### config.mk
export PLATFORM = sky130hd
export DESIGN_NAME = fro_top
export DESIGN_NICKNAME = d
export VERILOG_FILES = /design/src/common/fro_pkg.sv /design/src/hw/fro_delay_timer.sv /design/src/hw/fro_top.sv
export VERILOG_INCLUDE_DIRS = /design/src /design/src/common
export SDC_FILE = /design/constraint.sdc
export NUM_CORES = 1
export LEC_CHECK = 0
export BUFFER_PORTS_ARGS = -buffer_cell sky130_fd_sc_hd__buf_2
export CORE_UTILIZATION = 35
export DETAILED_ROUTE_END_ITERATION = 6
export PLACE_DENSITY_LB_ADDON = 0.15
export SYNTH_ARGS = -nofsm -noshare
export SYNTH_HDL_FRONTEND = slang
export SYNTH_HIERARCHICAL = 1
export SYNTH_SLANG_ARGS = --single-unit
### constraint.sdc
create_clock -name clk -period 2.9 [get_ports clk]
set_clock_uncertainty 0.05 [all_clocks]
set_input_delay 0.29 -clock clk [delete_from_list [all_inputs] [get_ports clk]]
set_output_delay 0.29 -clock clk [all_outputs]
set_load 0.005 [all_outputs]
### src/common/fro_defs.svh
`ifndef FRO_DEFS_SVH
`define FRO_DEFS_SVH

// Command codes of the two response bytes.
`define FRO_OC_CODE 8'h47
`define FRO_OT_CODE 8'hD6

// Reset values of the two response bytes.
`define FRO_OC_RESET 8'h00
`define FRO_OT_RESET 8'hC0

// Field layout shared by both response bytes.
`define FRO_RESP_MSB 7
`define FRO_RESP_LSB 6
`define FRO_RETRY_MSB 5
`define FRO_RETRY_LSB 3
`define FRO_DELAY_MSB 2
`define FRO_DELAY_LSB 0

// Response codes and the no-restart retry code.
`define FRO_RESP_00 2'h0
`define FRO_RESP_01 2'h1
`define FRO_RESP_10 2'h2
`define FRO_RESP_11 2'h3
`define FRO_RETRY_NONE 3'h0
`define FRO_DELAY_ZERO 3'h0

// Status bit positions.
`define FRO_SB_NOTA 0
`define FRO_SB_CML 1
`define FRO_SB_IOUT_OC 4
`define FRO_SW_MFR 12
`define FRO_SW_IOUT 14
`define FRO_SI_OC_FAULT 7
`define FRO_SM_OT_FAULT 6

// Delay unit of the overcurrent delay field, and the clock rate.
`define FRO_DELAY_UNIT_MS 16
`define FRO_CLK_KHZ 10000
`define FRO_DELAY_UNIT_CYCLES (`FRO_DELAY_UNIT_MS * `FRO_CLK_KHZ)

`endif

### src/common/fro_pkg.sv
package fro_pkg;

  // Output control states, Gray coded along run, limit, retry, latch.
  typedef enum logic [2:0] {
    FRO_RUN = 3'h0,
    FRO_LIMIT = 3'h1,
    FRO_RETRY = 3'h3,
    FRO_LATCH = 3'h2,
    FRO_OT_WAIT = 3'h6
  } fro_state_t;

endpackage

### src/hw/fro_delay_timer.sv
`timescale 1ns/1ps
`include "fro_defs.svh"

// Counts a number of delay units and pulses done once at the end.
module fro_delay_timer #(
  parameter int unsigned UNIT_CYCLES = `FRO_DELAY_UNIT_CYCLES,
  parameter int unsigned UNIT_W = 3,
  parameter int unsigned PRE_W = $clog2(UNIT_CYCLES)
) (
  input wire logic clk,
  input wire logic rstn,
  input wire logic start,
  input wire logic [UNIT_W-1:0] units,
  output logic done
);

  logic [PRE_W-1:0] pre;
  logic [UNIT_W-1:0] left;
  logic busy;
  wire unit_end = (pre == PRE_W'(UNIT_CYCLES - 1));

  // A start always reloads, so a stale count can never fire late.
  always_ff @(posedge clk or negedge rstn) begin
    if (!rstn) begin
      pre <= '0;
      left <= '0;
      busy <= 1'b0;
      done <= 1'b0;
    end else if (start) begin
      pre <= '0;
      left <= units;
      busy <= 1'b1;
      done <= 1'b0;
    end else if (busy && left == '0) begin
      busy <= 1'b0;
      done <= 1'b1;
    end else if (busy) begin
      done <= 1'b0;
      pre <= unit_end ? '0 : pre + 1'b1;
      if (unit_end) begin
        left <= left - 1'b1;
      end
    end else begin
      done <= 1'b0;
    end
  end

endmodule

### src/hw/fro_top.sv
`timescale 1ns/1ps
`include "fro_defs.svh"

module fro_top #(
  parameter int unsigned DELAY_UNIT_CYCLES = `FRO_DELAY_UNIT_CYCLES
) (
  input wire logic clk,
  input wire logic rstn,
  input wire logic cmd_valid,
  input wire logic cmd_write,
  input wire logic [7:0] cmd_code,
  input wire logic [7:0] cmd_wdata,
  output logic cmd_ack,
  output logic cmd_nack,
  output logic [7:0] cmd_rdata,
  input wire logic clear_faults,
  input wire logic run_pin,
  input wire logic operation_on,
  input wire logic oc_fault,
  input wire logic oc_in_limit,
  input wire logic ot_fault,
  input wire logic retry_done,
  output logic retry_start,
  output logic output_enable,
  output logic current_limit_en,
  input wire logic alert_i,
  output logic alert_o,
  output logic alert_oe_n,
  output logic alert_seen,
  output logic [7:0] status_byte,
  output logic [15:0] status_word,
  output logic [7:0] status_iout,
  output logic [7:0] vendor_status,
  output fro_pkg::fro_state_t resp_state
);
  import fro_pkg::*;

  logic [7:0] overcurrent_response_cfg;
  logic [7:0] die_overtemp_response_cfg;
  logic oc_flag;
  logic ot_flag;
  logic cml_flag;
  logic next_oc_flag;
  logic next_ot_flag;
  logic next_cml_flag;
  logic run_q;
  logic delay_done;
  logic delay_start;
  fro_state_t next_state;

  // Command and field decode.
  wire run_cmd = run_pin & operation_on;
  wire run_rise = run_cmd & ~run_q;
  wire flag_clear = clear_faults | run_rise;
  wire wr_oc = cmd_valid & cmd_write & (cmd_code == `FRO_OC_CODE);
  wire wr_ot = cmd_valid & cmd_write & (cmd_code == `FRO_OT_CODE);
  wire known = (cmd_code == `FRO_OC_CODE) | (cmd_code == `FRO_OT_CODE);
  wire [1:0] oc_resp = overcurrent_response_cfg[`FRO_RESP_MSB:`FRO_RESP_LSB];
  wire [2:0] oc_retry = overcurrent_response_cfg[`FRO_RETRY_MSB:`FRO_RETRY_LSB];
  wire [2:0] oc_delay = overcurrent_response_cfg[`FRO_DELAY_MSB:`FRO_DELAY_LSB];
  wire [1:0] ot_resp = die_overtemp_response_cfg[`FRO_RESP_MSB:`FRO_RESP_LSB];
  wire [1:0] w_resp = cmd_wdata[`FRO_RESP_MSB:`FRO_RESP_LSB];
  wire [2:0] w_retry = cmd_wdata[`FRO_RETRY_MSB:`FRO_RETRY_LSB];

  // Write legality; an illegal byte is not stored and raises a CML fault.
  wire oc_bad = (w_resp == `FRO_RESP_01);
  wire ot_bad = (w_resp == `FRO_RESP_00) | (w_resp == `FRO_RESP_01)
    | (w_retry != `FRO_RETRY_NONE);
  wire cml_event = (wr_oc & oc_bad) | (wr_ot & ot_bad);

  // Response byte storage; each access moves exactly one byte.
  always_ff @(posedge clk or negedge rstn) begin
    if (!rstn) begin
      overcurrent_response_cfg <= `FRO_OC_RESET;
      die_overtemp_response_cfg <= `FRO_OT_RESET;
    end else begin
      if (wr_oc && !oc_bad) begin
        overcurrent_response_cfg <= cmd_wdata;
      end
      if (wr_ot && !ot_bad) begin
        // The delay bits mean nothing here, so they are stored as zero.
        die_overtemp_response_cfg <= {cmd_wdata[`FRO_RESP_MSB:`FRO_RETRY_LSB], `FRO_DELAY_ZERO};
      end
    end
  end

  // Answers come one cycle after the request so read data is registered.
  always_ff @(posedge clk or negedge rstn) begin
    if (!rstn) begin
      cmd_ack <= 1'b0;
      cmd_nack <= 1'b0;
      cmd_rdata <= 8'h00;
    end else begin
      cmd_ack <= cmd_valid & known;
      cmd_nack <= cmd_valid & ~known;
      if (cmd_valid && !cmd_write && known) begin
        cmd_rdata <= (cmd_code == `FRO_OC_CODE) ? overcurrent_response_cfg
                                                : die_overtemp_response_cfg;
      end
    end
  end

  // Sticky fault flags; a fault present in the clearing cycle keeps its flag.
  always_comb begin
    next_oc_flag = oc_fault | (oc_flag & ~flag_clear);
    next_ot_flag = ot_fault | (ot_flag & ~flag_clear);
    next_cml_flag = cml_event | (cml_flag & ~flag_clear);
  end

  always_ff @(posedge clk or negedge rstn) begin
    if (!rstn) begin
      oc_flag <= 1'b0;
      ot_flag <= 1'b0;
      cml_flag <= 1'b0;
      run_q <= 1'b0;
    end else begin
      oc_flag <= next_oc_flag;
      ot_flag <= next_ot_flag;
      cml_flag <= next_cml_flag;
      run_q <= run_cmd;
    end
  end

  // Status images are registered from the next flag values, so they move with the flags.
  always_ff @(posedge clk or negedge rstn) begin
    if (!rstn) begin
      status_byte <= 8'h00;
      status_word <= 16'h0000;
      status_iout <= 8'h00;
      vendor_status <= 8'h00;
    end else begin
      status_byte <= 8'h00;
      status_byte[`FRO_SB_NOTA] <= next_oc_flag | next_ot_flag;
      status_byte[`FRO_SB_IOUT_OC] <= next_oc_flag;
      status_byte[`FRO_SB_CML] <= next_cml_flag;
      status_word <= 16'h0000;
      status_word[`FRO_SB_NOTA] <= next_oc_flag | next_ot_flag;
      status_word[`FRO_SB_IOUT_OC] <= next_oc_flag;
      status_word[`FRO_SB_CML] <= next_cml_flag;
      status_word[`FRO_SW_IOUT] <= next_oc_flag;
      status_word[`FRO_SW_MFR] <= next_ot_flag;
      status_iout <= 8'h00;
      status_iout[`FRO_SI_OC_FAULT] <= next_oc_flag;
      vendor_status <= 8'h00;
      vendor_status[`FRO_SM_OT_FAULT] <= next_ot_flag;
    end
  end

  // Alert is open drain: the pin is only ever pulled low, never driven high.
  always_ff @(posedge clk or negedge rstn) begin
    if (!rstn) begin
      alert_oe_n <= 1'b1;
      alert_seen <= 1'b0;
    end else begin
      alert_oe_n <= ~(next_oc_flag | next_ot_flag | next_cml_flag);
      alert_seen <= ~alert_i;
    end
  end

  assign alert_o = 1'b0;

  // Output control. Overtemperature is checked first because it always
  // removes the output, whatever the overcurrent response says.
  always_comb begin
    next_state = resp_state;
    delay_start = 1'b0;
    if (!run_cmd) begin
      // Commanded off: stop any retry and wait for the next turn-on.
      next_state = FRO_RUN;
    end else begin
      unique case (resp_state)
        FRO_RUN, FRO_LIMIT, FRO_RETRY: begin
          if (ot_fault && ot_resp == `FRO_RESP_10) begin
            next_state = FRO_LATCH;
          end else if (ot_fault) begin
            next_state = FRO_OT_WAIT;
          end else if (resp_state == FRO_RETRY) begin
            if (retry_done) begin
              next_state = FRO_RUN;
            end
          end else if (resp_state == FRO_LIMIT) begin
            if (!oc_in_limit) begin
              next_state = FRO_RUN;
            end else if (delay_done) begin
              next_state = (oc_retry == `FRO_RETRY_NONE) ? FRO_LATCH : FRO_RETRY;
            end
          end else if (oc_fault) begin
            if (oc_resp == `FRO_RESP_10) begin
              next_state = FRO_LIMIT;
              delay_start = 1'b1;
            end else if (oc_resp == `FRO_RESP_11) begin
              next_state = (oc_retry == `FRO_RETRY_NONE) ? FRO_LATCH : FRO_RETRY;
            end
          end
        end
        FRO_LATCH: begin
          next_state = FRO_LATCH;
        end
        FRO_OT_WAIT: begin
          if (!ot_fault) begin
            next_state = FRO_RUN;
          end
        end
        default: begin
          next_state = FRO_LATCH;
        end
      endcase
    end
  end

  // State and drive outputs are registered together so they never disagree.
  always_ff @(posedge clk or negedge rstn) begin
    if (!rstn) begin
      resp_state <= FRO_RUN;
      output_enable <= 1'b0;
      current_limit_en <= 1'b0;
      retry_start <= 1'b0;
    end else begin
      resp_state <= next_state;
      output_enable <= run_cmd & (next_state == FRO_RUN || next_state == FRO_LIMIT);
      // Clamping stays armed in running states unless the output is to trip at once.
      current_limit_en <= run_cmd & (next_state == FRO_LIMIT
        || (next_state == FRO_RUN && oc_resp != `FRO_RESP_11));
      retry_start <= (next_state == FRO_RETRY) && (resp_state != FRO_RETRY);
    end
  end

  // The limit delay: a long count, kept in its own timer.
  fro_delay_timer #(
    .UNIT_CYCLES(DELAY_UNIT_CYCLES),
    .UNIT_W(3)
  ) u_delay (
    .clk(clk),
    .rstn(rstn),
    .start(delay_start),
    .units(oc_delay),
    .done(delay_done)
  );
endmodule

# Yosys cells after proc, flatten, opt, wreduce, memory -nomap -nowiden
# Index checks and enable logic that the tools add are counted.
[classes]
mux = 35
reduce_logical = 25
bitwise_logic = 29
n_eq_ne = 15
add_sub_neg = 2
[ops]
columns = ["op", "n"]
rows = [
  ["18-bit two-way mux", 4],
  ["3-bit two-way mux", 16],
  ["18-bit by 1-bit adder with 18-bit output (second input constant)", 1],
  ["18-bit == test (second input constant)", 1],
  ["1-bit bitwise AND", 14],
  ["1-bit two-way mux", 13],
  ["3-bit zero test", 4],
  ["1-bit OR", 10],
  ["8-bit by 7-bit == test with 1-bit output (second input constant)", 1],
  ["8-bit == test (second input constant)", 1],
  ["1-bit logical AND", 8],
  ["8-bit two-way mux", 1],
  ["2-bit == test (second input constant)", 3],
  ["3-bit by 1-bit == test with 1-bit output (second input constant)", 2],
  ["3-bit by 2-bit == test with 1-bit output (second input constant)", 2],
  ["3-bit one-hot mux with 2 select lines", 1],
  ["2-bit nonzero test", 3],
  ["1-bit inverter", 5],
  ["2-bit != test (second input constant)", 2],
  ["3-bit == test (second input constant)", 1],
  ["1-bit zero test", 3],
  ["3-bit by 2-bit != test with 1-bit output (second input constant)", 1],
  ["3-bit AND reduction", 1],
  ["3-bit nonzero test", 1],
  ["other kinds (6)", 7],
]
[totals]
out_inout_bits = 59
inputBits = 28
ff_bits = 66
word_cells = 127

# Longest topological paths before layout
# Gate-level depths: netlist (run 1).
[logic_depth]
depth_word = 15
ltp_mapped = 10
mapped_depth_nobuf = 7

# Hierarchy
# The synthesis (run 1) kept the hierarchy.
[modules_own_cells]
columns = ["mod", "n_inst", "cells_each", "area_per_inst_um2", "seq_area_each_um2"]
rows = [
  ["fro_top", 1, 180, 1951.9, 904.6],
  ["fro_delay_timer", 1, 143, 1331.3, 575.6],
]

# Worst setup path after synthesis (run 1)
# No wires, ideal clock.
[synth_timing]
path_type = "register -> register"
from = "register resp_state[2]"
to = "register u_delay.pre[16]"
path_stages_with_launch = 9
arrival_time_ns = 2.075
required_ns = 2.773
setup_slack_ns = 0.697
setup_ns = 0.077
n_path_buf = 3
period_less_slack_ns = 2.203
path_cell_list = "dfrtp_1 buf_2 nor4_1 nor3b_1 buf_2 a21oi_2 buf_2 or4_1 a21oi_1"
[synth_via]
elab_chain_len = 9
word_cells_on_any_way = 14
cone_classes = "eq/ne (3); mux (7); reduce/logical (4)"
[synth_lines]
columns = ["element", "line", "source"]
rows = [
  ["from (decl)", "fro_top.sv:34", "output fro_pkg::fro_state_t resp_state"],
  ["from (signal assigned)", "fro_top.sv:219", "resp_state <= next_state;"],
  ["3-bit by 1-bit == test with 1-bit output", "fro_top.sv:171, fro_top.sv:181", ""],
  ["1-bit two-way mux", "fro_top.sv:181", "end else if (resp_state == FRO_LIMIT) begin"],
  ["1-bit two-way mux", "fro_top.sv:177", "end else if (resp_state == FRO_RETRY) begin"],
  ["1-bit two-way mux", "fro_top.sv:175", "end else if (ot_fault) begin"],
  ["1-bit two-way mux", "fro_top.sv:173", "if (ot_fault && ot_resp == `FRO_RESP_10) begin"],
  ["1-bit two-way mux *", "fro_top.sv:171", "unique case (resp_state)"],
  ["1-bit two-way mux *", "fro_top.sv:167", "if (!run_cmd) begin"],
  ["named net delay_start", "fro_top.sv:48", "logic delay_start;"],
  ["2-bit != test (no source line) or 2-bit nonzero test (tied branches)", "-", ""],
  ["2-bit AND reduction (no source line)", "-", ""],
  ["to (signal assigned)", "fro_delay_timer.sv:39", "pre <= unit_end ? '0 : pre + 1'b1;"],
  ["to (decl)", "fro_delay_timer.sv:17", "logic [PRE_W-1:0] pre;"],
]
# The timed path passes the listed nets; every way through them passes the cells marked *.
# A chain may end at the register's enable or synchronous reset.

# Worst setup path in the final report (run 1)
[layout_timing]
from = "register resp_state[0]"
to = "register u_delay.pre[3]"
# The elaborated chain is that of the path after synthesis.

==> results of run 1 <==
-- final cells by class --
cell class / instances / share of cell area
clock buffers: 10 / 0.03430
clock inverters: 6 / 0.03060
inverters: 18 / 0.01816
multi-input cells: 227 / 0.4001
flip-flops and latches: 59 / 0.3978
well taps: 108 / 0.03631
repair buffers: 59 / 0.08272
-- synthesized netlist by cell type (3+ instances only) --
cell,count
nor2_1,10
and2_1,3
and3_1,5
nor2b_1,5
or4_1,11
mux2i_1,5
a31oi_1,3
ha_1,3
buf_2,5
dfstp_2,3
a21oi_1,15
dfrtp_1,56
buf_4,41
nand2_1,23
o211ai_1,5
nand3_1,9
nand4_1,5
inv_1,18
o21ai_0,13
o31ai_1,13
mux2_2,8
nor3_1,7
-- layout by cell type, fill, tap and decap left out, types with 7 or more instances in the layout --
cell type	n
o31ai_1	13
nand2_1	23
inv_1	18
a21oi_1	15
mux2_2	8
clkbuf_8	9
o21ai_0	13
conb_1	31
nor3_1	7
dfrtp_1	56
nor2_1	10
buf_2	55
nand3_1	9
or4_1	11
-- sequential cells by signal, indices dropped and copies added (netlist names) --
register / count
u_delay/pre: 18
cmd_rdata: 8
overcurrent_response_cfg: 8
die_overtemp_response_cfg: 5
status_word: 4
resp_state: 3
u_delay/left: 3
alert_oe_n: 1
alert_seen: 1
cmd_ack: 1
cmd_nack: 1
current_limit_en: 1
output_enable: 1
retry_start: 1
run_q: 1
u_delay/busy: 1
u_delay/done: 1
-- where the power goes --
part	leakage (uW)	switching (uW)	internal, uW
Clock	0.000113	338	572
Combinational	0.000914	88.8	60.2
Sequential	0.000748	23.3	847
-- per-layer routing --
| metal | GRT usage | routed length, um |
|---|---|---|
| met1 | 0.1885 | 3108 |
| met2 | 0.2442 | 3224 |
| met3 | 0.03972 | 347 |
| met4 | 0.05970 | 87 |
| met5 | 0 | 0 |
-- through the flow --
step	worst slack [ns]	power, uW	hold slack, ns
after floorplan	0.6974	1001	-0.05559
after global placement	0.6460	1035	0.2021
after detailed placement	0.5607	1036	0.2028
after CTS	0.5336	1963	0.02895
after global routing	0.3186	2031	0.01865
final	0.5548	1930	0.04382
-- final timing paths --
path                                from                      endpoint  depth (start not counted)
min in group asynchronous           rstn                       cmd_ack                          2
min                              alert_i                    alert_seen                          2
max                        resp_state[0]                u_delay/pre[3]                          7
max in group asynchronous           rstn  die_overtemp_response_cfg[7]                          3
max reg2reg                resp_state[0]                u_delay/pre[3]                          7
min reg2reg                 cmd_rdata[3]                  cmd_rdata[3]                          2
-- repair_timing --
item	CTS	global route
endpoints found under the hold margin	16	0
endpoints found under the setup margin	0	0
setup buffers	0	0
hold buffers	1	0
-- logic make-up (layout without fill, tap and decap cells) --
family / after synthesis / in the layout / share of synthesized area
AND/OR/NAND/NOR: 110 / 110 / 0.2146
flip-flops: 59 / 59 / 0.4508
XOR/XNOR: 3 / 3 / 0.008005
buffers and inverters: 67 / 93 / 0.1300
multiplexers: 13 / 13 / 0.04268
other: 1 / 31 / 0.001142
AO/OA/AOI/OAI: 67 / 67 / 0.1414
adder cells (fa/ha/maj): 3 / 3 / 0.01143
-- worst register-to-register path: stages, from the launching register on --
cell      delay, ns
dfrtp_1        0.45
nor2b_1        0.27
nor4_1         0.10
nor3b_1        0.18
a21oi_2        0.70
inv_1          0.18
o211ai_1       0.16
o211ai_1       0.13
==> summary.txt, run 1 <==
Min path
  – Worst hold path type: input pin to flip-flop

Global routing
  – GRT Util Overall: 0.1496
  – Initial antenna violation count: 0
  – GRT overflow: 0
  – Number of global-route vias before repair: 2418
  – Largest net degree at the start of global routing: 27
  – Global-route wire length before repair: 11.49 mm

Floorplanning
  – Io pins: 87
  – Height of the die: 98.85 um
  – Cell row count: 34
  – Die area: 9771 um^2
  – Initial core utilization: 0.3693
  – Die Width: 98.85 um
  – Core area: 8891 um^2

STA
  – Max frequency: 426.4 MHz
  – Final count of hold timing violations: 0
  – Slew headroom: 0.3616
  – Max-slew violation count: 0
  – Final min period: 2.345 ns
  – Tcrit/Tclk final: 0.8087
  – Worst slew pin tran: 0.9576 ns
  – RSZ-0062 raised after global routing: false
  – Setup-failing EPs final: 0
  – Total negative slack: 0 ns

Setup path
  – Cell chain of the critical path: nor2b_1 > nor4_1 > nor3b_1 > a21oi_2 > inv_1 > o211ai_1 > o211ai_1
  – CP peak stage delay: 0.70 ns
  – Most frequent CP cell: o211ai_1
  – Crit path arrival time: 2.50 ns
  – Critical-path top delay cell: a21oi_2
  – Crit path buf inv count: 1
  – Critical path class: flip-flop to flip-flop
  – Worst path top cell family by delay: compound AO/OA/AOI/OAI gates
  – Worst EP required: 3.06 ns
  – Type of element capturing the critical path: flip-flop
  – Critical Path Source Type: flip-flop
  – Flop2flop setup slack: 0.55 ns
  – Crit Path Max Fanout: 26

Synthesis
  – Asr flop ratio synth: 1.000
  – Post-synth EDFFs: 0
  – Sequential area share after synthesis: 0.4508
  – Top post-synthesis cells by area: dfrtp_1 (43%), buf_4 (9.4%), o31ai_1 (3.0%)
  – Yosys cell types: 64
  – Yosys top cell area share: 0.4268
  – Post-synthesis register bit count: 59
  – Top FF cell, synth: dfrtp_1
  – Synthesized area: 3283 um^2
  – Synthesized netlist cell count: 323
  – Syn_area_per_cell: 10.16 um^2
  – Synth Warn #: 6
  – Cell taking the most area after synthesis: dfrtp_1

Finish
  – Post-layout nets: 405
  – Final Instance Area: 3721 um^2
  – Multi-input logic area: 1489 um^2
  – Inserted Diodes: 0
  – Area growth syn-to-layout: 13.34%
  – Fill count: 863
  – Post-Layout Cell Count: 487
  – Final core occ: 0.4185
  – Share of cells above drive strength 1: 0.2770
  – Register Area: 1480 um^2

Clocking
  – Clock sinks: 59
  – Bufs on Longest Clock Path: 2
  – CTS resizes: 0
  – Worst-path clk slew: 0.07 ns
  – Clock Latency Late Sink: 0.34 ns
  – Htree depth: 3
  – CTS Root Cell: clkbuf_8
  – CTS Buf Count: 9
  – CTS tree: done

Detailed routing
  – Wirelength per Cell: 13.90 um
  – ANT nets after route: 0
  – Drt first pass iters: 4
  – Vias/cell: 5.090
  – DRC Markers: 0
  – Vias: 2479
  – Total Wirelength: 6.768 mm
  – Initial DRC count: 100

Outcome
  – Outcome: completed

Placement
  – HPWL Detailed: 5.013 mm
  – Placer Congestion: 0.8731
  – Dpl cells: 470
  – I/O Buffers: 55
  – Cell Area, Placed: 3470 um^2

Run
  – Maxcap violations: 0

Power
  – Leak: 0.001774 uW
  – P per Cell Area: 518.6 nW/um^2
  – Worst vdd ir: 0.2127 mV
Note: power is estimated with default switching activity, not from simulation.
==> inputs of run 2 (changes only) <==
--- a/config.mk
+++ b/config.mk
@@ -6,6 +6,7 @@
 export SDC_FILE = /design/constraint.sdc
 export NUM_CORES = 1
 export LEC_CHECK = 0
+export ABC_AREA = 1
 export BUFFER_PORTS_ARGS = -buffer_cell sky130_fd_sc_hd__buf_2
 export CORE_UTILIZATION = 35
 export DETAILED_ROUTE_END_ITERATION = 6
==> constraint.sdc (replaced) <==
create_clock -name clk -period 2.15 [get_ports clk]
set_clock_uncertainty 0.05 [all_clocks]
set_input_delay 0.215 -clock clk [delete_from_list [all_inputs] [get_ports clk]]
set_output_delay 0.215 -clock clk [all_outputs]
set_load 0.005 [all_outputs]
==> run 2 against run 1 <==
Hold slack improved by 0.0039 ns. Total power rose by 27%. Sequential cell count did not move. Combinational power rose by 68%. Non-clock buffer count rose by 8. Via count rose by 18%. Critical path depth rose by 5. Clock power rose by 11%. Synthesized cell count rose by 44%. Critical endpoint is now u_delay/pre[15].
==> summary.txt, run 2 <==
Finish
  – Inserted Diodes: 0
  – Top Registers: u_delay/pre (18), cmd_rdata (8), overcurrent_response_cfg (8)
  – Post-layout nets: 558
  – Commonest cells after routing, fill and taps aside: nand2_1 (135), nor2_1 (59), inv_1 (58)
  – Largest register FFs: 18
  – Commonest non-fill, non-tap cell in the layout: nand2_1
  – Share of cells above drive strength 1: 0.2124
  – Largest Register: u_delay/pre
  – Area growth syn-to-layout: 15.34%

Power
  – Seq pwr share: 0.486
  – Worst vdd ir: 0.3237 mV
  – Clock share of power: 0.412
  – Int Pwr: 1810 uW
  – Combinational share of power: 0.102
  – Switching power summed over all nets: 646.5 uW
  – Leak: 0.002173 uW
  – P per Cell Area: 606.0 nW/um^2
  – Switching Fraction: 0.2632

Global routing
  – GRT Util Overall: 0.1580
  – Initial antenna violation count: 0
  – Global-route wire length before repair: 12.47 mm
  – Largest net degree at the start of global routing: 39
  – GRT overflow: 0
  – Number of global-route vias before repair: 2688

STA
  – Final worst slack: 0.2153 ns
  – Max-slew violation count: 0
  – Max frequency: 516.9 MHz
  – Slew headroom: 0.5217
  – Total negative slack: 0 ns
  – Final count of hold timing violations: 0
  – RSZ-0062 raised after global routing: false
  – Setup-failing EPs final: 0
  – Final min period: 1.935 ns
  – Worst slew pin tran: 0.7173 ns
  – Tcrit/Tclk final: 0.8999

Floorplanning
  – Initial core utilization: 0.3596
  – Height of the die: 102.2 um
  – Die area: 10450 um^2
  – Cell row count: 36
  – Io pins: 87
  – Core area: 9774 um^2
  – Die Width: 102.2 um

Detailed routing
  – Vias/cell: 4.402
  – ANT nets after route: 0
  – Wirelength per Cell: 11.27 um
  – DRC Markers: 0
  – Total Wirelength: 7.495 mm
  – Drt first pass iters: 4
  – Vias: 2927
  – Initial DRC count: 164

Synthesis
  – Top post-synthesis cells by area: dfrtp_1 (40%), nand2_1 (14%), buf_4 (9.0%)
  – Most frequent cell after synthesis: nand2_1
  – Post-synth EDFFs: 0
  – Top post-synthesis cells by count: nand2_1 (135), nor2_1 (60), inv_1 (59), dfrtp_1 (56), buf_4 (42)
  – Post-synthesis register bit count: 59
  – Syn_area_per_cell: 7.558 um^2
  – Asr flop ratio synth: 1.000
  – Cell taking the most area after synthesis: dfrtp_1
  – Sequential area share after synthesis: 0.4211
  – Yosys top cell area share: 0.3987
  – Synthesized netlist cell count: 465
  – Yosys cell types: 33
  – Top FF cell, synth: dfrtp_1
  – Synthesized area: 3515 um^2
  – Synth Warn #: 6

Clocking
  – Bufs on Longest Clock Path: 2
  – CTS Root Cell: clkbuf_8
  – CTS tree: done
  – Worst-path clk slew: 0.07 ns
  – CTS Buf Count: 9
  – Clock sinks: 59
  – Htree depth: 3
  – Clock Latency Late Sink: 0.35 ns

Min path
  – HP Start: oc_fault
  – Worst hold path type: input pin to flip-flop

Placement
  – I/O Buffers: 55
  – HPWL Detailed: 5.610 mm
  – Placer Congestion: 0.8970
  – Pre-CTS WS: 0.06813 ns

Setup path
  – Cell chain of the critical path: inv_1 > o21ai_1 > nor3_2 > and3_4 > nor2_1 > nand2_2 > nand2_8 > inv_6 > nand3_1 > nand2_1 > nand2_1 > nor2_1
  – Critical path class: flip-flop to flip-flop
  – Crit Path Max Fanout: 15
  – Worst EP required: 2.38 ns
  – CP peak stage delay: 0.42 ns
  – RR Startpoint: resp_state[2]
  – Critical-path top delay cell: dfrtp_1
  – Critical path origin: resp_state[2]
  – Critical Path Source Type: flip-flop
  – Type of element capturing the critical path: flip-flop
  – Crit path arrival time: 2.16 ns

Run
  – Maxcap violations: 0

Outcome
  – Outcome: completed
[run 2: cell count changes after synthesis, sizes merged, moves of 11 or more]
| cell | delta |
|---|---|
| a21oi | -13 |
| inv | +43 |
| nand2 | +115 |
| nand3 | +21 |
| nor2 | +54 |
| o31ai | -13 |
| or4 | -11 |
[run 2: final timing paths]
path,end,slack [ns],depth (start not counted)
worst min register to register,cmd_rdata[7],0.43,2
min in group asynchronous,cmd_nack,0.34,2
worst max register to register,u_delay/pre[15],0.22,12
worst min-delay path,status_word[4],0.05,2
worst max-delay path,u_delay/pre[15],0.22,12
max in group asynchronous,alert_oe_n,1.05,3
[run 2: final cells by class]
class	count	area (um^2)
timing repair buffer	67	395.4
fill	1020	5720
inverter	61	234.0
clock inverter	5	52.55
multi-input combinational	329	1584
sequential	59	1480
tap	133	166.4
clock buffer	11	141.4
[run 2: routing by layer]
metal  vias up  track usage  routed length (um)  part of all wire
li1       1502            -                   -                 -
met1      1321       0.2272                3960              0.53
met2        93       0.2256                3104              0.41
met3        11      0.02804                 310             0.041
met4         0      0.08242                 120             0.016
met5         -            0                   0                 0
[run 2: worst max-delay path: cells and delay by family, from the launching register on]
family,cells,cell delay (ns)
simple gates,9,1.03
flops,1,0.42
compound gates,1,0.10
buf+inv,2,0.27
[run 2: logic make-up after synthesis]
| family | Yosys count | share of synthesized area |
|---|---|---|
| AND/OR/NAND/NOR | 259 | 0.3225 |
| buffers and inverters | 107 | 0.1677 |
| flip-flops | 59 | 0.4211 |
| AO/OA/AOI/OAI | 31 | 0.06444 |
| XOR/XNOR | 5 | 0.01246 |
| adder cells (fa/ha/maj) | 3 | 0.01068 |
| other | 1 | 0.001067 |
[run 2: power by group through the flow]
| stage | Combinational (uW) | Sequential [uW] | Clock, uW |
|---|---|---|---|
| after global routing | 298 | 1200 | 1090 |
| after CTS | 250 | 1190 | 1050 |
| after global placement | 243 | 1210 | 0 |
| after floorplan | 188 | 1210 | 0 |
| final | 250 | 1190 | 1010 |
| after detailed placement | 244 | 1210 | 0 |
[run 2: metrics by stage]
step,instance area [um^2],instances,total power (uW),util,hold WS (ns)
5_1_grt,4054,665,2594,0.4147,0.04027
3_5_place_dp,3781,645,1459,0.3868,0.1866
6_report,4054,665,2457,0.4147,0.04770
2_1_floorplan,3627,495,1397,-,-0.1306
3_3_place_gp,3781,645,1456,0.3868,0.1935
4_1_cts,3995,663,2498,0.4087,0.02511
[run 2: repair_timing]
item | CTS | global route
buffers inserted | 0 | 2
hold buffers | 2 | 0
gates resized for setup | 0 | 10
hold endpoints to repair | 22 | 0
endpoints found under the setup margin | 0 | 22
==> inputs of run 3 (changes only) <==
--- a/config.mk
+++ b/config.mk
@@ -6,8 +6,8 @@
 export SDC_FILE = /design/constraint.sdc
 export NUM_CORES = 1
 export LEC_CHECK = 0
-export ABC_AREA = 1
 export BUFFER_PORTS_ARGS = -buffer_cell sky130_fd_sc_hd__buf_2
+export CAP_MARGIN = 10
 export CORE_UTILIZATION = 35
 export DETAILED_ROUTE_END_ITERATION = 6
 export PLACE_DENSITY_LB_ADDON = 0.15
==> constraint.sdc (replaced) <==
create_clock -name clk -period 2 [get_ports clk]
set_clock_uncertainty 0.05 [all_clocks]
set_input_delay 0.2 -clock clk [delete_from_list [all_inputs] [get_ports clk]]
set_output_delay 0.2 -clock clk [all_outputs]
set_load 0.005 [all_outputs]
==> run 3 against run 2 <==
The run now ends with setup timing left. Combinational power up 3%. Fmax fell by 4.2%. Utilization rose by 4.8 points. Global-route usage up 0.38 points. Critical endpoint is now u_delay/pre[14]. Via count fell by 12%.
==> summary.txt, run 3 (same netlist as run 1, synthesis figures left out) <==
Outcome
  – Outcome: finished, violations left
  – Failing checks: setup timing

Finish
  – Inserted Diodes: 0
  – Final Instance Area: 4115 um^2
  – Commonest cells after routing, fill and taps aside: dfrtp_1 (55), buf_2 (55), conb_1 (31)
  – Area growth syn-to-layout: 25.34%
  – Share of cells above drive strength 1: 0.3738
  – Largest Register: u_delay/pre
  – Post-layout nets: 430
  – Largest register FFs: 18
  – Top Registers: u_delay/pre (18), cmd_rdata (8), overcurrent_response_cfg (8)

Clocking
  – CTS Buf Count: 9
  – Clock Latency Late Sink: 0.34 ns
  – CTS Root Cell: clkbuf_8
  – Bufs on Longest Clock Path: 2
  – Htree depth: 3
  – Worst-path clk slew: 0.07 ns
  – CTS tree: done
  – Clock sinks: 59

Run
  – Maxcap violations: 0

Floorplanning
  – Die area: 9771 um^2
  – Initial core utilization: 0.3693
  – Core area: 8891 um^2
  – Die Width: 98.85 um
  – Cell row count: 34
  – Height of the die: 98.85 um
  – Io pins: 87

Global routing
  – GRT Util Overall: 0.1618
  – Number of global-route vias before repair: 2508
  – Largest net degree at the start of global routing: 26
  – GRT overflow: 0
  – Initial antenna violation count: 0
  – Global-route wire length before repair: 12.29 mm

Power
  – Leak: 0.001938 uW
  – Worst vdd ir: 0.3235 mV
  – P per Cell Area: 672.5 nW/um^2

Setup path
  – Worst EP required: 2.17 ns
  – Reg2Reg Depth: 8
  – RR Startpoint: resp_state[2]
  – FF-to-FF End: u_delay/pre[14]
  – Critical path class: flip-flop to flip-flop
  – CP peak stage delay: 0.44 ns
  – Critical Path Source Type: flip-flop
  – Cell chain of the critical path: nor4_4 > nor3b_4 > buf_12 > buf_4 > a21oi_4 > buf_6 > o31ai_4 > a21oi_2
  – Critical-path top delay cell: dfrtp_2
  – Crit path arrival time: 2.19 ns
  – Type of element capturing the critical path: flip-flop
  – Flop2flop setup slack: -0.02 ns
  – Crit Path Max Fanout: 7

Min path
  – Hold Path Stages: 2
  – Worst hold path type: input pin to flip-flop
  – Endpoint, Worst Hold: overcurrent_response_cfg[1]
  – HP Start: cmd_wdata[1]

Detailed routing
  – Initial DRC count: 120
  – Wirelength per Cell: 14.58 um
  – Vias: 2570
  – Drt first pass iters: 4
  – ANT nets after route: 0
  – DRC Markers: 0
  – Total Wirelength: 7.463 mm
  – Vias/cell: 5.020

STA
  – Max-slew violation count: 0
  – Slew headroom: 0.5310
  – Final min period: 2.019 ns
  – RSZ-0062 raised after global routing: true
  – Tcrit/Tclk final: 1.009
  – Final count of hold timing violations: 0
  – Max frequency: 495.3 MHz
  – Final worst slack: -0.01897 ns
  – Setup-failing EPs final: 4
  – Worst slew pin tran: 0.7028 ns

Placement
  – Placer Congestion: 0.8747
  – HPWL Detailed: 5.183 mm
  – I/O Buffers: 55
  – Cell Area, Placed: 3642 um^2
  – Pre-CTS WS: -0.02998 ns
-- run 3: cell types whose count changed in the layout (fill, tap and decap cells not counted), sizes merged, moves of 11 or more --
cell   before  now
o31ai       0   13
nand3      30    9
a21oi       3   18
nor2       64   10
or4         0   11
buf        65   80
inv        61   17
nand2     140   25
-- run 3: how the worst max path moves through the flow --
stage / start / end / slack, ns / cells after the start
floorplan: resp_state[2] / u_delay/pre[9] / 0.007 / 8
global placement: resp_state[2] / u_delay/pre[13] / 0.05 / 5
detailed placement: resp_state[2] / u_delay/pre[17] / -0.03 / 5
CTS: resp_state[2] / u_delay/pre[13] / 0.006 / 5
global route: resp_state[2] / u_delay/pre[14] / -0.12 / 8
finish: resp_state[2] / u_delay/pre[14] / -0.02 / 8
-- run 3: through the flow --
| step | util | total power [uW] | std cells | hold WS [ns] | TNS [ns] |
|---|---|---|---|---|---|
| finish | 0.4628 | 2768 | 512 | 0.04602 | -0.04120 |
| global placement | 0.4097 | 1525 | 486 | 0.1906 | 0 |
| global route | 0.4628 | 2905 | 512 | 0.03574 | -1.265 |
| detailed placement | 0.4097 | 1526 | 486 | 0.1977 | -0.06566 |
| CTS | 0.4409 | 2804 | 506 | 0.03240 | 0 |
| floorplan | - | 1457 | 353 | -0.1456 | 0 |
-- run 3: per-layer routing --
layer  GRT usage  share of wire  vias to the layer above
li1            -              -                     1251
met1      0.2088           0.46                     1240
met2      0.2582           0.47                       66
met3     0.03262          0.040                       13
met4     0.08152          0.022                        0
met5           0              0                        -
-- run 3: layout make-up --
class,count,area [um^2]
Inverter,18,71.32
Tap cell,108,135.1
Clock buffer,12,155.1
Fill cell,842,4776
Timing Repair Buffer,82,528.0
Clock inverter,4,72.57
Sequential cell,59,1481
Multi-Input combinational cell,229,1672
-- run 3: timing repair --
item                                    in CTS  in global routing
endpoints found under the setup margin       7                 14
endpoints found under the hold margin       22                  0
hold buffers                                 2                  0
cloned                                       1                  1
pin swaps                                    0                 14
setup buffers                                1                  5
gates resized for setup                      2                 30
-- run 3: power by group --
part	internal, uW	total (uW)	switching [uW]
clock	768	1250	481
sequential	1230	1260	32.3
combinational	110	257	146
total	2110	2770	660
-- run 3: critical path, delay by kind of cell (launching register included) --
family                 cells  cell delay, ns
and+or+nand+nor            2            0.57
buffers and inverters      3            0.47
DFF                        1            0.44
AOI/OAI and AO/OA          3            0.38
